[src/design/smpc_pkg.sv]
// constants for the smbus master poll configuration and status block
// assumes an 8-bit register port from the serial slave and one clock
package smpc_pkg;

  localparam int SMPC_NUM_DEV = 8;

  // register addresses
  localparam logic [7:0] SMPC_A_RESTART = 8'hb0;
  localparam logic [7:0] SMPC_A_CKSUM_EN = 8'hb1;
  localparam logic [7:0] SMPC_A_FMT_LOW = 8'hb2;
  localparam logic [7:0] SMPC_A_FMT_HIGH = 8'hb3;
  localparam logic [7:0] SMPC_A_MASTER = 8'hb5;
  localparam logic [7:0] SMPC_A_NO_ACK = 8'hb6;
  localparam logic [7:0] SMPC_A_CKSUM_ERR = 8'hb7;
  localparam logic [7:0] SMPC_A_TIMEOUT = 8'hb8;
  localparam logic [7:0] SMPC_A_LIMIT = 8'hb9;
  localparam logic [7:0] SMPC_A_INVALID = 8'hba;
  localparam logic [7:0] SMPC_A_NACK_MASK = 8'hbc;

  // reset values
  localparam logic [7:0] SMPC_RST_RESTART = 8'hff;
  localparam logic [7:0] SMPC_RST_CKSUM_EN = 8'h00;
  localparam logic [7:0] SMPC_RST_FMT_LOW = 8'h03;
  localparam logic [7:0] SMPC_RST_FMT_HIGH = 8'h00;
  localparam logic [7:0] SMPC_RST_MASTER = 8'h08;
  localparam logic [7:0] SMPC_RST_FLAGS = 8'h00;
  localparam logic [7:0] SMPC_RST_NACK_MASK = 8'h00;
  localparam logic [7:0] SMPC_RST_TEMP = 8'h80;

  // master_control fields
  localparam int SMPC_B_ENABLE = 0;
  localparam int SMPC_B_HYS_LO = 1;
  localparam int SMPC_HYS_W = 4;
  localparam int SMPC_B_REM1 = 5;
  localparam int SMPC_B_REM2 = 6;
  localparam int SMPC_B_HUB = 7;

  // invalid-code flags exist for devices 0..4 only
  localparam logic [7:0] SMPC_INVALID_MASK = 8'h1f;
  localparam logic [2:0] SMPC_LAST_HUB_DEV = 3'd4;
  localparam logic [2:0] SMPC_LAST_BLOCK_DEV = 3'd3;
  localparam logic [2:0] SMPC_FIRST_MODULE = 3'd1;
  localparam logic [2:0] SMPC_LAST_REM1 = 3'd2;
  localparam logic [2:0] SMPC_RESERVED_DEV = 3'd4;
  localparam logic [2:0] SMPC_HUB_DEV = 3'd0;

  // temperature format codes
  typedef enum logic [1:0] {
    SMPC_FMT_TWOS = 2'b00,
    SMPC_FMT_SPD = 2'b01,
    SMPC_FMT_UNSIGNED = 2'b10,
    SMPC_FMT_SPECIAL = 2'b11
  } smpc_fmt_e;

  // spd word layout
  localparam int SMPC_SPD_SIGN = 12;
  localparam int SMPC_SPD_INT_LO = 4;

endpackage : smpc_pkg

[src/design/smpc_fmt.sv]
// temperature format converter for one returned reading
// assumes raw holds the returned word, low byte for byte reads
`timescale 1ns/1ps
`default_nettype none
module smpc_fmt (
  input wire logic [2:0] dev,
  input wire smpc_pkg::smpc_fmt_e fmt,
  input wire logic [15:0] raw,
  output logic [8:0] value,
  output logic [7:0] stored,
  output logic ok
);
  import smpc_pkg::*;

  logic [8:0] spd_int;

  always_comb begin
    spd_int = {raw[SMPC_SPD_SIGN], raw[SMPC_SPD_INT_LO +: 8]};
    value = {raw[7], raw[7:0]};
    stored = raw[7:0];
    ok = 1'b1;
    case (fmt)
      SMPC_FMT_TWOS: begin
        value = {raw[7], raw[7:0]};
      end
      SMPC_FMT_SPD: begin
        // clamp to the signed byte range that storage can hold
        value = spd_int;
        if (!spd_int[8] && spd_int[7]) begin
          stored = 8'h7f;
        end else if (spd_int[8] && !spd_int[7]) begin
          stored = 8'h80;
        end else begin
          stored = spd_int[7:0];
        end
      end
      SMPC_FMT_UNSIGNED: begin
        value = {1'b0, raw[7:0]};
      end
      SMPC_FMT_SPECIAL: begin
        if (dev <= SMPC_LAST_BLOCK_DEV) begin
          value = {raw[7], raw[7:0]};
        end else if (dev == SMPC_RESERVED_DEV) begin
          ok = 1'b0;
        end else begin
          value = {1'b0, raw[7:0]};
        end
      end
      default: begin
        ok = 1'b0;
      end
    endcase
  end

endmodule : smpc_fmt
`default_nettype wire

[src/design/smpc_top.sv]
// smbus master poll sequencer with its configuration and status registers
// assumes a transaction engine on the same clock doing the bus cycles,
// and limits, remote readings and register strobes from same-clock logic
//
// Behaviour
// - one checksum enable per slave; set means append and check checksum byte.
// - two-bit format: 00 twos complement, 01 spd, 10 unsigned.
// - slaves 0-3 code 11 selects block reads; slave 0 field bits 1:0.
// - slave 4 code 11 is reserved and yields no reading.
// - slaves 5-7 code 11 stores the returned byte unconverted.
// - master enable bit gates all polling.
// - one four-bit hysteresis applies to every slave's limit check.
// - remote one reading overwrites modules 0 and 1 temperatures.
// - remote two reading overwrites modules 2 and 3 temperatures.
// - hub mode takes module temperatures from hub, overriding remote options.
// - per-slave no-acknowledge flag set when the slave does not ack.
// - per-slave flag set on checksum byte mismatch.
// - per-slave flag set on transaction timeout.
// - per-slave flag set when a reading lies outside limits, cleared once one lies inside the hysteresis band.
// - invalid hub code flags in bits 0-4; bits 5-7 read zero.
// - format_select_low resets to 0x03.
// - master_control resets to 0x08.
// - masked slaves' no-acknowledge flags do not raise the alert.
// - repeated start per slave when enabled; enables reset to all ones.
`timescale 1ns/1ps
`default_nettype none
module smpc_top #(
  parameter int NUM_DEV = 8,
  parameter logic [7:0] RESERVED_CODE = 8'hff
) (
  input wire logic clk,
  input wire logic rst_n,
  input wire logic reg_wr_en,
  input wire logic reg_rd_en,
  input wire logic [7:0] reg_addr,
  input wire logic [7:0] reg_wdata,
  output logic [7:0] reg_rdata,
  output logic txn_start,
  output logic [2:0] txn_dev,
  output logic txn_cksum,
  output logic txn_block,
  output logic txn_restart,
  input wire logic txn_byte_vld,
  input wire logic [2:0] txn_byte_idx,
  input wire logic [15:0] txn_data,
  input wire logic txn_done,
  input wire logic txn_nack,
  input wire logic txn_cksum_err,
  input wire logic txn_timeout,
  input wire logic [7:0] high_limit,
  input wire logic [7:0] low_limit,
  input wire logic [7:0] remote_one_temp,
  input wire logic [7:0] remote_two_temp,
  output logic [8*NUM_DEV-1:0] temp_vals,
  output logic poll_alert
);
  import smpc_pkg::*;

  if (NUM_DEV != SMPC_NUM_DEV) begin : g_check
    $error("smpc_top serves exactly eight polled slaves");
  end

  typedef enum logic [2:0] {
    SMPC_ST_IDLE = 3'b001,
    SMPC_ST_REQ = 3'b010,
    SMPC_ST_WAIT = 3'b100
  } smpc_state_e;

  smpc_state_e state_q;
  logic [2:0] dev_q;
  logic [7:0] restart_en_q;
  logic [7:0] cksum_en_q;
  logic [7:0] fmt_low_q;
  logic [7:0] fmt_high_q;
  logic [7:0] master_q;
  logic [7:0] nack_mask_q;
  logic [7:0] no_ack_q;
  logic [7:0] cksum_err_q;
  logic [7:0] timeout_q;
  logic [7:0] limit_q;
  logic [7:0] invalid_q;
  logic [7:0] temp_q [NUM_DEV];
  logic [7:0] rdata_d;

  logic master_on;
  logic hub_mode;
  logic rem1_on;
  logic rem2_on;
  logic [3:0] hys;
  logic [2:0] target;
  logic hub_byte;
  logic byte_take;
  logic [8:0] conv_value;
  logic [7:0] conv_stored;
  logic conv_ok;
  smpc_fmt_e target_fmt;

  function automatic smpc_fmt_e fmt_of(input logic [2:0] d,
                                       input logic [7:0] lo,
                                       input logic [7:0] hi);
    logic [1:0] f;
    f = d[2] ? hi[{d[1:0], 1'b0} +: 2] : lo[{d[1:0], 1'b0} +: 2];
    return smpc_fmt_e'(f);
  endfunction : fmt_of

  function automatic logic [9:0] sext10(input logic [8:0] v);
    return {v[8], v};
  endfunction : sext10

  // modules whose reading comes from somewhere else are not polled
  function automatic logic skip_dev(input logic [2:0] d,
                                    input logic hub,
                                    input logic r1,
                                    input logic r2,
                                    input smpc_fmt_e f);
    logic module_dev;
    module_dev = (d >= SMPC_FIRST_MODULE) && (d <= SMPC_LAST_HUB_DEV);
    if (module_dev && hub) begin
      return 1'b1;
    end
    if (module_dev && (d <= SMPC_LAST_REM1) && r1) begin
      return 1'b1;
    end
    if (module_dev && (d > SMPC_LAST_REM1) && r2) begin
      return 1'b1;
    end
    return (d == SMPC_RESERVED_DEV) && (f == SMPC_FMT_SPECIAL);
  endfunction : skip_dev

  assign master_on = master_q[SMPC_B_ENABLE];
  assign hys = master_q[SMPC_B_HYS_LO +: SMPC_HYS_W];
  assign hub_mode = master_q[SMPC_B_HUB];
  assign rem1_on = master_q[SMPC_B_REM1] && !hub_mode;
  assign rem2_on = master_q[SMPC_B_REM2] && !hub_mode;

  // hub block bytes 1..4 carry the module temperatures
  assign hub_byte = hub_mode && (dev_q == SMPC_HUB_DEV);
  always_comb begin
    target = dev_q;
    byte_take = 1'b0;
    if (txn_byte_vld && state_q == SMPC_ST_WAIT) begin
      if (hub_byte && txn_byte_idx <= SMPC_LAST_HUB_DEV) begin
        target = txn_byte_idx;
        byte_take = 1'b1;
      end else if (txn_byte_idx == 3'd0) begin
        byte_take = 1'b1;
      end
    end
  end

  assign target_fmt = fmt_of(target, fmt_low_q, fmt_high_q);

  smpc_fmt i_smpc_fmt (
    .dev(target),
    .fmt(target_fmt),
    .raw(txn_data),
    .value(conv_value),
    .stored(conv_stored),
    .ok(conv_ok)
  );

  // configuration registers
  always_ff @(posedge clk) begin
    if (!rst_n) begin
      restart_en_q <= SMPC_RST_RESTART;
      cksum_en_q <= SMPC_RST_CKSUM_EN;
      fmt_low_q <= SMPC_RST_FMT_LOW;
      fmt_high_q <= SMPC_RST_FMT_HIGH;
      master_q <= SMPC_RST_MASTER;
      nack_mask_q <= SMPC_RST_NACK_MASK;
    end else if (reg_wr_en) begin
      // status addresses fall through: host writes have no effect
      case (reg_addr)
        SMPC_A_RESTART: restart_en_q <= reg_wdata;
        SMPC_A_CKSUM_EN: cksum_en_q <= reg_wdata;
        SMPC_A_FMT_LOW: fmt_low_q <= reg_wdata;
        SMPC_A_FMT_HIGH: fmt_high_q <= reg_wdata;
        SMPC_A_MASTER: master_q <= reg_wdata;
        SMPC_A_NACK_MASK: nack_mask_q <= reg_wdata;
        default: begin
        end
      endcase
    end
  end

  // poll sequencer
  always_ff @(posedge clk) begin
    if (!rst_n) begin
      state_q <= SMPC_ST_IDLE;
      dev_q <= 3'd0;
      txn_dev <= 3'd0;
      txn_cksum <= 1'b0;
      txn_block <= 1'b0;
      txn_restart <= 1'b0;
    end else begin
      case (state_q)
        SMPC_ST_IDLE: begin
          // a transaction in flight always finishes before disabling
          if (master_on) begin
            if (skip_dev(dev_q, hub_mode, rem1_on, rem2_on,
                         fmt_of(dev_q, fmt_low_q, fmt_high_q))) begin
              dev_q <= dev_q + 3'd1;
            end else begin
              txn_dev <= dev_q;
              txn_cksum <= cksum_en_q[dev_q];
              txn_restart <= restart_en_q[dev_q];
              txn_block <= hub_byte ||
                ((dev_q <= SMPC_LAST_BLOCK_DEV) &&
                 (fmt_of(dev_q, fmt_low_q, fmt_high_q) ==
                  SMPC_FMT_SPECIAL));
              state_q <= SMPC_ST_REQ;
            end
          end
        end
        SMPC_ST_REQ: begin
          state_q <= SMPC_ST_WAIT;
        end
        SMPC_ST_WAIT: begin
          if (txn_done) begin
            dev_q <= dev_q + 3'd1;
            state_q <= SMPC_ST_IDLE;
          end
        end
        default: begin
          state_q <= SMPC_ST_IDLE;
        end
      endcase
    end
  end

  assign txn_start = (state_q == SMPC_ST_REQ);

  // bus error flags, refreshed when each poll completes
  always_ff @(posedge clk) begin
    if (!rst_n) begin
      no_ack_q <= SMPC_RST_FLAGS;
      cksum_err_q <= SMPC_RST_FLAGS;
      timeout_q <= SMPC_RST_FLAGS;
    end else if (txn_done && state_q == SMPC_ST_WAIT) begin
      no_ack_q[dev_q] <= txn_nack;
      cksum_err_q[dev_q] <= txn_cksum_err && cksum_en_q[dev_q];
      timeout_q[dev_q] <= txn_timeout;
    end
  end

  // limit check with hysteresis band
  logic [9:0] v10;
  logic [9:0] hi10;
  logic [9:0] lo10;
  logic [9:0] hys10;
  logic outside;
  logic inside_band;
  always_comb begin
    v10 = sext10(conv_value);
    hi10 = {2'b00, high_limit};
    lo10 = sext10({low_limit[7], low_limit});
    hys10 = {6'd0, hys};
    outside = ($signed(v10) > $signed(hi10)) ||
              ($signed(v10) < $signed(lo10));
    inside_band = ($signed(v10) <= $signed(hi10 - hys10)) &&
                  ($signed(v10) >= $signed(lo10 + hys10));
  end

  always_ff @(posedge clk) begin
    if (!rst_n) begin
      limit_q <= SMPC_RST_FLAGS;
    end else if (byte_take && conv_ok && !txn_nack && !txn_timeout) begin
      if (outside) begin
        limit_q[target] <= 1'b1;
      end else if (inside_band) begin
        limit_q[target] <= 1'b0;
      end
    end
  end

  // reserved codes only come from the hub
  always_ff @(posedge clk) begin
    if (!rst_n) begin
      invalid_q <= SMPC_RST_FLAGS;
    end else if (byte_take && target <= SMPC_LAST_HUB_DEV &&
                 (dev_q == SMPC_HUB_DEV)) begin
      invalid_q[target] <= (txn_data[7:0] == RESERVED_CODE);
    end
  end

  // stored temperatures; substitution wins over any polled byte
  always_ff @(posedge clk) begin
    if (!rst_n) begin
      for (int i = 0; i < NUM_DEV; i++) begin
        temp_q[i] <= SMPC_RST_TEMP;
      end
    end else begin
      for (int i = 0; i < NUM_DEV; i++) begin
        if (rem1_on && i >= SMPC_FIRST_MODULE && i <= SMPC_LAST_REM1) begin
          temp_q[i] <= remote_one_temp;
        end else if (rem2_on && i > SMPC_LAST_REM1 &&
                     i <= SMPC_LAST_HUB_DEV) begin
          temp_q[i] <= remote_two_temp;
        end else if (byte_take && conv_ok && !txn_nack &&
                     !txn_timeout && target == i[2:0]) begin
          temp_q[i] <= conv_stored;
        end
      end
    end
  end

  always_comb begin
    for (int i = 0; i < NUM_DEV; i++) begin
      temp_vals[8*i +: 8] = temp_q[i];
    end
  end

  // alert from unmasked no-acknowledge flags
  always_ff @(posedge clk) begin
    if (!rst_n) begin
      poll_alert <= 1'b0;
    end else begin
      poll_alert <= |(no_ack_q & ~nack_mask_q);
    end
  end

  // register read, one cycle latency; unmapped reads give zero
  always_comb begin
    case (reg_addr)
      SMPC_A_RESTART: rdata_d = restart_en_q;
      SMPC_A_CKSUM_EN: rdata_d = cksum_en_q;
      SMPC_A_FMT_LOW: rdata_d = fmt_low_q;
      SMPC_A_FMT_HIGH: rdata_d = fmt_high_q;
      SMPC_A_MASTER: rdata_d = master_q;
      SMPC_A_NO_ACK: rdata_d = no_ack_q;
      SMPC_A_CKSUM_ERR: rdata_d = cksum_err_q;
      SMPC_A_TIMEOUT: rdata_d = timeout_q;
      SMPC_A_LIMIT: rdata_d = limit_q;
      SMPC_A_INVALID: rdata_d = invalid_q & SMPC_INVALID_MASK;
      SMPC_A_NACK_MASK: rdata_d = nack_mask_q;
      default: rdata_d = 8'h00;
    endcase
  end

  always_ff @(posedge clk) begin
    if (!rst_n) begin
      reg_rdata <= 8'h00;
    end else if (reg_rd_en) begin
      reg_rdata <= rdata_d;
    end
  end

endmodule : smpc_top
`default_nettype wire

[config.mk]
export PLATFORM = sky130hd
export DESIGN_NAME = smpc_top
export DESIGN_NICKNAME = d
export VERILOG_FILES = /design/src/design/smpc_pkg.sv /design/src/design/smpc_fmt.sv /design/src/design/smpc_top.sv
export SDC_FILE = /design/constraint.sdc
export NUM_CORES = 1
export LEC_CHECK = 0
export ABC_AREA = 1
export BUFFER_PORTS_ARGS = -buffer_cell sky130_fd_sc_hd__buf_2
export CORE_ASPECT_RATIO = 1.5
export CORE_MARGIN = 10
export CORE_UTILIZATION = 30
export DETAILED_ROUTE_END_ITERATION = 8
export PLACE_DENSITY = 0.58
export REMOVE_ABC_BUFFERS = 1
export SYNTH_ARGS = -nofsm -noshare
export SYNTH_HDL_FRONTEND = slang
export SYNTH_HIERARCHICAL = 1
export SYNTH_SLANG_ARGS = --single-unit
export TNS_END_PERCENT = 20
[constraint.sdc]
create_clock -name clk -period 4.3 [get_ports clk]
set_input_delay 0.215 -clock clk [delete_from_list [all_inputs] [get_ports clk]]
set_output_delay 0.215 -clock clk [all_outputs]
set_load 0.03 [all_outputs]
* After elaboration in Yosys (flattened, before gate mapping) *
Memories as Yosys holds them, arrays and structs flattened.
Cells that the tools add are included.
Widths: inputs -> output; s select.

storage, ports and cells
  register bits after elaboration = 109
  memory bits (writable) = 64
  input bits = 76
  output and inout port bits = 80
  word-level logic and storage cells = 259
  memories kept = 1

cells by class
  $add $sub $neg = 3
  order comparisons = 16
  equal/unequal tests = 31
  shift-type cells = 4
  mux-type cells = 110
  bitwise operators = 18
  reductions and logical operators = 57

memories
  memory  words  bits a word  read ports  clocked after Yosys merged registers in  wr ports  RTL line        RTL
  temp_q  8      8            8           0                                        8         smpc_top.sv:82  logic [7:0] temp_q [NUM_DEV];

operators by type and width
  operator            number
  $mux 8              17
  $eq 8x8->1 const B  12
  $pmux 8 s11         1
  $mux 1              69
  $pmux 9 s4          1
  $logic_and 1x1->1   33
  $bwmux 8            4
  $shiftx 8x4->2      4
  $mux 3              8
  $eq 3x3->1 const B  6
  $mux 9              2
  $and 8x8->8         2
  $not 8->8           2
  $reduce_and 2->1    7
  $or 1x1->1          12
  $add 8x5->9         1
  $eq 3x2->1 const B  3
  $ge 3x1->1 const B  3
  $ge 9x9->1          1
  $gt 9x9->1          1
  $le 3x2->1 const B  3
  $le 3x3->1 const B  3
  $le 9x9->1          1
  $logic_not 3->1     3
  24 further kinds    40

* Depth between registers and ports, before layout *
Gate-level depths: netlist (run 1).

  depth after elaboration = 25
  mapped depth = 34
  gate-level depth less buffers = 33

* By module *
Netlist (run 1), hierarchy kept.

modules (own cells, without submodules)
  module    instances  cells each  area each (um^2)
  smpc_top  1          1200        9330.2
  smpc_fmt  1          54          249.0

* Worst setup path after synthesis (run 1) *
No wires, ideal clock.

  path kind = reg-to-reg
  from = register dev_q[1]
  to = register with a tool-made name
  arrival = 3609 ps
  data required time = 4189 ps
  path slack = 580 ps
  stages on the path, launching flop included = 31
  period minus slack after synthesis = 3720 ps
  cell sequence = dfxtp_1 buf_2 inv_1 ha_1 nand3_2 nor2_4 nand2_2 nand2_1 nand2_1 buf_6 nand2_4 nor2_4 a22oi_1 nand4_1 inv_1 nor2_4 buf_6 o21ai_0 ha_1 nand2_1 nand2_1 a21oi_1 nand4_1 nand2_1 nand2_1 inv_1 nand2_1 nand3_1 nand2_1 inv_1 nor2_2

RTL lines
  element                 RTL line         RTL
  start, declared         smpc_top.sv:70   logic [2:0] dev_q;
  start signal, assigned  smpc_top.sv:202  dev_q <= dev_q + 3'd1;
  start signal, assigned  smpc_top.sv:220  dev_q <= dev_q + 3'd1;

==> impl_metrics.csv, run 1 <==
group,metric,value,unit
run,maxCapViolCount,0,
die,start_util,30.3,%
hold_path,hold_path.class,"in -> reg",
timing,setup_viol,0,
grt,antenna_found_initial,2,
clock_network,clkTransAtPathRegs,0.07,ns
die,rows,80,
synth,synthesis.area,9580,µm²
critical_path,r2r_setup_slack,0.44,ns
hold_path,hold_path_end,"temp_q[0][8]",
hold_path,hold_path.startpoint,"remote_one_temp[0]",
hold_path,hold_depth,3,
timing,fmax,0.259,GHz
critical_path,rr_worst_depth,32,
synth,synth.top_cells.by_area,"dfxtp_1 (22%), edfxtp_1 (20%), nand2_1 (8.6%), inv_1 (7.0%), ha_1 (6.0%)",
die,dieHeight,239,µm
die,ios,156,
synth,synth_top_cells_by_count,"nand2_1 (220), inv_1 (178), nor2_1 (126), o21ai_0 (112), dfxtp_1 (106)",
timing,setup_ws,0.439,ns
routing,routed_wl,31.3,mm
routing,remaining_drc_errors,0,
final_layout,nFillCells,3372,
clock_network,cts_tree,"done",
grt,first_global_vias,8752,
grt,grt_max_degree,93,
critical_path,cp-start-kind,"register",
power,p_leak,0.00502,µW
critical_path,cp.arrival,4.20,ns
timing,tightest_slew,0.952,ns
critical_path,crit_path_end_kind,"register",
final_layout,syn2layout_area_growth,20.0,%
place,io_buffers,152,
timing,fin_crit_sh,89.8,%
place,dp_hpwl,25.0,mm
critical_path,critical_path_class,"reg -> reg",
final_layout,final_cells,1836,
place,place_ws,0.122,ns
clock_network,clock_latency,0.45,ns
synth,syn_inst,1254,
die,die_width,166,µm
synth,yosysTopAreaCell,"dfxtp_1",
synth,synth_edf_count,64,
synth,synthFlopType,"dfxtp_1",
synth,synth_seq_cells,170,
clock_network,cts_root_buffer,"clkbuf_16",
grt,grt_pass1_wl,49.2,mm
synth,yosysMostFrequentCell,"nand2_1",
routing,avgRoutedWirePerCell,17.0,µm
place,gp_congestion,0.912,
synth,synth_cell_type_count,42,
synth,synth.avg_cell_area,7.64,µm²
synth,synth_top_area_share,22.2,%
critical_path,max_stage_delay,0.31,ns
grt,track_usage,15.6,%
synth,ys_warn_count,6,
die,die_area,39600,µm²
synth,async_flop_share,0,%
timing,holdWs,0.0759,ns
grt,globalRouteOverflowTotal,0,
critical_path,crit_path_max_fanout,12,
routing,num_vias,8995,
place,dp.cells,1802,
timing,clock_skew,0.0112,ns
outcome,status,"completed",
timing,hold_viol_final,0,
critical_path,critPathRequiredTime,4.64,ns
critical_path,reg2reg_from,"dev_q[1]",
routing,ant_nets,0,
die,core_area,31600,µm²
timing,period_minus_slack,3.86,ns
clock_network,cts.sinks,170,
final_layout,layout-drive-gt1-share,19.4,%
power,vdd_drop_max,0.000207,V
routing,drtIter0Drc,571,
timing,final_max_slew_viol_count,0,
timing,timing.slew.headroom,36.6,%
routing,drt-pass1-iter-count,7,
clock_network,clockBufferDepth,2,
clock_network,cts_setup_buffers,0,
critical_path,crit_slowest_cell,"dfxtp_1",
final_layout,fin_nets,1535,
timing,rsz0062_at_grt,"false",
power,p_per_area,319,nW/µm²
critical_path,cp_common_cell,"nand2_1",
clock_network,htreeDepth,4,
synth,ys_seq_area_share,42.2,%
routing,via_per_inst,4.90,
clock_network,numCtsBuffers,17,
==> critical path: cells and delay by family (launching register included) <==
kind,cells,cell delay [ns]
flops,1,0.31
buf+inv,7,0.89
simple gates,21,1.82
compound gates,2,0.21
fa+ha+maj,2,0.50
==> cell type report <==
cell class	count	area [µm²]	area share, %
Multi-Input combinational cell	862	4700	40.9
Inverter	187	704	6.13
Clock buffer	20	468	4.07
Timing Repair Buffer	173	918	7.99
Clock inverter	12	136	1.19
Tap cell	410	513	4.46
Sequential cell	170	4040	35.2
Antenna cell	2	5.00	0.0436
==> power breakdown <==
group | leakage (µW) | internal [µW] | switching [µW] | total [µW]
clock | 0.000297 | 911 | 672 | 1580
combinational | 0.00323 | 116 | 269 | 386
sequential | 0.00149 | 1690 | 6.97 | 1700
==> state kept, by name, summed over array words and instances, names as in the netlist, 5 cells and up, named ones only <==
register,count
reg_rdata,8
restart_en_q,8
temp_q,64
timeout_q,8
cksum_en_q,8
nack_mask_q,8
fmt_low_q,8
cksum_err_q,8
fmt_high_q,8
invalid_q,5
master_q,8
no_ack_q,8
==> metal layers <==
| layer | global-route usage [%] | part of all wire, % |
|---|---|---|
| met4 | 8.07 | 4.2 |
| met3 | 3.52 | 6.0 |
| met2 | 27.1 | 50 |
| met1 | 17.4 | 40 |
| met5 | 0 | 0 |
==> metrics by stage <==
| step | utilization, % | power, µW | area (µm²) | setup TNS [ns] |
|---|---|---|---|---|
| 2_1_floorplan | - | 1950 | 9420 | -0.461 |
| 3_3_place_gp | 34.3 | 2110 | 10800 | 0 |
| 3_5_place_dp | 34.3 | 2120 | 10800 | 0 |
| 4_1_cts | 36.2 | 3690 | 11500 | 0 |
| 5_1_grt | 36.3 | 3810 | 11500 | 0 |
| 6_report | 36.3 | 3670 | 11500 | 0 |
==> cells in the final DEF (no fill, tap or decap), types with 4 or more instances in the layout <==
master     netlist  layout
nand2_1        220     218
a21oi_1         91      90
nand4_1         18      18
inv_1          178     176
o211ai_1        11      11
dfxtp_1        106     106
o21ai_0        112     108
nand2_4          7       7
a31oi_1         12      12
nor2_4           6       6
o21ai_2         14      16
clkbuf_16        0      18
xor2_1           9       9
o21ai_1         24      26
nor2_2           7       7
a211oi_1         7       7
nand3_1         99      98
nor2_1         126     126
inv_2            8      10
buf_2           13     152
buf_4            0      21
nand3b_1         4       4
ha_1            46      45
nor3_1          10      10
o22ai_1          5       5
edfxtp_1        64      64
nand2_2          9      11
==> worst max-delay path by stage <==
stage	start	end	slack [ns]	depth (start not counted)
2_1_floorplan	dev_q[0]	register	-0.09	28
3_3_place_gp	dev_q[1]	register	0.18	26
3_5_place_dp	dev_q[1]	register	0.12	24
4_1_cts	dev_q[1]	register	0.10	24
5_1_grt	dev_q[1]	register	0.005	30
6_report	dev_q[1]	register	0.44	32
==> repair_timing <==
item / in CTS / in global routing
setup endpoints to repair: 0 / 8
hold buffers: 0 / 0
resized for setup: 0 / 13
==> logic make-up (layout without fill, tap and decap cells) <==
logic type      count (synthesis)  after routing  share of synthesized area, %
compound gates                284            284                          16.4
xor+xnor                       11             11                          1.01
fa+ha+maj                      48             48                          6.43
buf+inv                       222            392                          9.05
flops                         170            170                          42.2
other cells                     0              2                             0
simple gates                  519            519                          24.9
(Power assumes the default switching activity.)
==> run 2, diff against run 1 <==
CORE_UTILIZATION = 45   (was 30)
PLACE_DENSITY = 0.76   (was 0.58)
==> run 2 against run 1 <==
  * Critical path depth is 2 lower
  * Routed wire length shrank 4.4%
  * Sequential power about the same
  * Via count up 2.4%
  * Die area down 30%
  * Utilization up 18 points
  * Clock-buffer cell count shrank 1
  * Worst setup slack lost 0.033 ns
  * Global-route usage grew 5.4 points
  * Highest routed layer unchanged
==> impl_metrics.csv, run 2 (same netlist as run 1, synthesis figures left out) <==
group,metric,value,unit
grt,grt_pass1_wl,46.7,mm
clock_network,cts_tree,"done",
hold_path,hold_path.startpoint,"remote_two_temp[2]",
clock_network,numCtsBuffers,17,
die,core_area,21000,µm²
die,dieHeight,199,µm
place,place_ws,0.0515,ns
run,maxCapViolCount,0,
final_layout,layout-drive-gt1-share,19.3,%
final_layout,final_cell_mix,"nand2_1 (217), inv_1 (174), buf_2 (152)",
critical_path,critical_path_class,"reg -> reg",
clock_network,clockBufferDepth,2,
critical_path,crit_start,"dev_q[1]",
grt,first_global_vias,8968,
critical_path,cp.arrival,4.22,ns
timing,timing.slew.headroom,30.1,%
final_layout,antenna_cells,0,
final_layout,final_cells,1690,
critical_path,reg2reg_from,"dev_q[1]",
place,gp_congestion,0.971,
final_layout,nFillCells,2008,
place,dp_hpwl,23.2,mm
routing,drtIter0Drc,738,
timing,setup_viol,0,
die,die_area,27600,µm²
timing,clock_skew,0.0110,ns
routing,ant_nets,0,
hold_path,hold_path.class,"in -> reg",
clock_network,cts-hold-fix-buffers,0,
clock_network,htreeDepth,4,
place,dp.cells,1658,
final_layout,final_common_cell,"nand2_1",
critical_path,critPathRequiredTime,4.63,ns
power,p_per_area,331,nW/µm²
routing,via_per_inst,5.45,
routing,routed_wl,29.9,mm
outcome,status,"completed",
critical_path,cp-start-kind,"register",
routing,avgRoutedWirePerCell,17.7,µm
power,internal-power,2840,µW
routing,num_vias,9214,
timing,setup_ws,0.406,ns
power,sw_frac_of_total,24.6,%
critical_path,cp_common_cell,"nand2_1",
timing,final_max_slew_viol_count,0,
die,rows,65,
place,io_buffers,152,
grt,track_usage,21.0,%
timing,fmax,0.257,GHz
timing,rsz0062_at_grt,"false",
final_layout,regMostFlops,"temp_q",
final_layout,fin_nets,1533,
power,pwr-share-seq,45.2,%
grt,globalRouteOverflowTotal,0,
timing,tightest_slew,1.04,ns
final_layout,largest_reg_flops,64,
clock_network,cts_root_buffer,"clkbuf_16",
power,vdd_drop_max,0.000189,V
timing,fin_crit_sh,90.6,%
clock_network,clkTransAtPathRegs,0.07,ns
grt,grt_max_degree,93,
final_layout,multiInputGateArea,4740,µm²
final_layout,regArea,4040,µm²
timing,hold_viol_final,0,
die,ios,156,
critical_path,crit_path_max_fanout,12,
clock_network,clock_latency,0.43,ns
final_layout,syn2layout_area_growth,18.6,%
clock_network,cts.sinks,170,
power,p_sw,924,µW
die,start_util,45.7,%
die,die_width,139,µm
routing,remaining_drc_errors,0,
power,comb_power_share,10.4,%
power,p_leak,0.00502,µW
timing,period_minus_slack,3.89,ns
grt,antenna_found_initial,0,
critical_path,crit_path_end_kind,"register",
critical_path,crit_slowest_cell,"dfxtp_1",
power,p_clk_share,44.4,%
critical_path,max_stage_delay,0.32,ns
routing,drt-pass1-iter-count,5,
[run 2: timing repair]
item                                    4_1_cts  5_1_grt
endpoints found under the setup margin        0        8
gates resized for setup                       0       22
setup buffers                                 0        0
[run 2: critical path: cells and delay by family (launching register included)]
family / cells / cell delay (ns)
fa+ha+maj: 2 / 0.50
buf+inv: 6 / 0.84
simple gates: 20 / 1.87
flops: 1 / 0.32
compound gates: 2 / 0.25
[run 2: final timing paths]
path                       end  slack (ns)  cells after the start
setup reg to reg      register        0.41                     30
hold reg to reg   reg_rdata[6]        0.46                      2
hold / removal    temp_q[1][2]        0.09                      3
setup / recovery      register        0.41                     30
[run 2: area by class of cell]
class                   instances  share of cell area [%]
multi-input cells             862                    41.7
flip-flops and latches        170                    35.6
well taps                     268                    2.95
inverters                     187                    6.22
clock inverters                13                    1.76
clock buffers                  19                    3.81
repair buffers                171                    7.95
[run 2: metal layers]
layer / track usage [%] / vias to the layer above / wire (µm)
li1: - / 4498 / -
met1: 22.7 / 4200 / 11400
met2: 37.2 / 418 / 14700
met3: 4.89 / 98 / 2340
met4: 11.2 / 0 / 1530
met5: 0 / - / 0
[run 2: power by group through the flow]
stage | Clock [µW] | Combinational (µW) | Sequential [µW]
after floorplan | 0 | 170 | 1780
after global placement | 0 | 368 | 1730
after detailed placement | 0 | 378 | 1740
after CTS | 1680 | 379 | 1700
after global routing | 1750 | 437 | 1700
final | 1670 | 393 | 1700
[run 2: stage by stage]
step           TNS [ns]  hold WS, ns  utilization (%)  instance area, µm²  total power, µW
4_1_cts               0       0.0777             53.8               11300             3760
2_1_floorplan    -0.461        0.299                -                9420             1950
3_5_place_dp          0        0.455             50.8               10700             2110
6_report              0       0.0865             54.1               11400             3760
3_3_place_gp          0        0.447             50.8               10700             2100
5_1_grt               0       0.0922             54.1               11400             3880
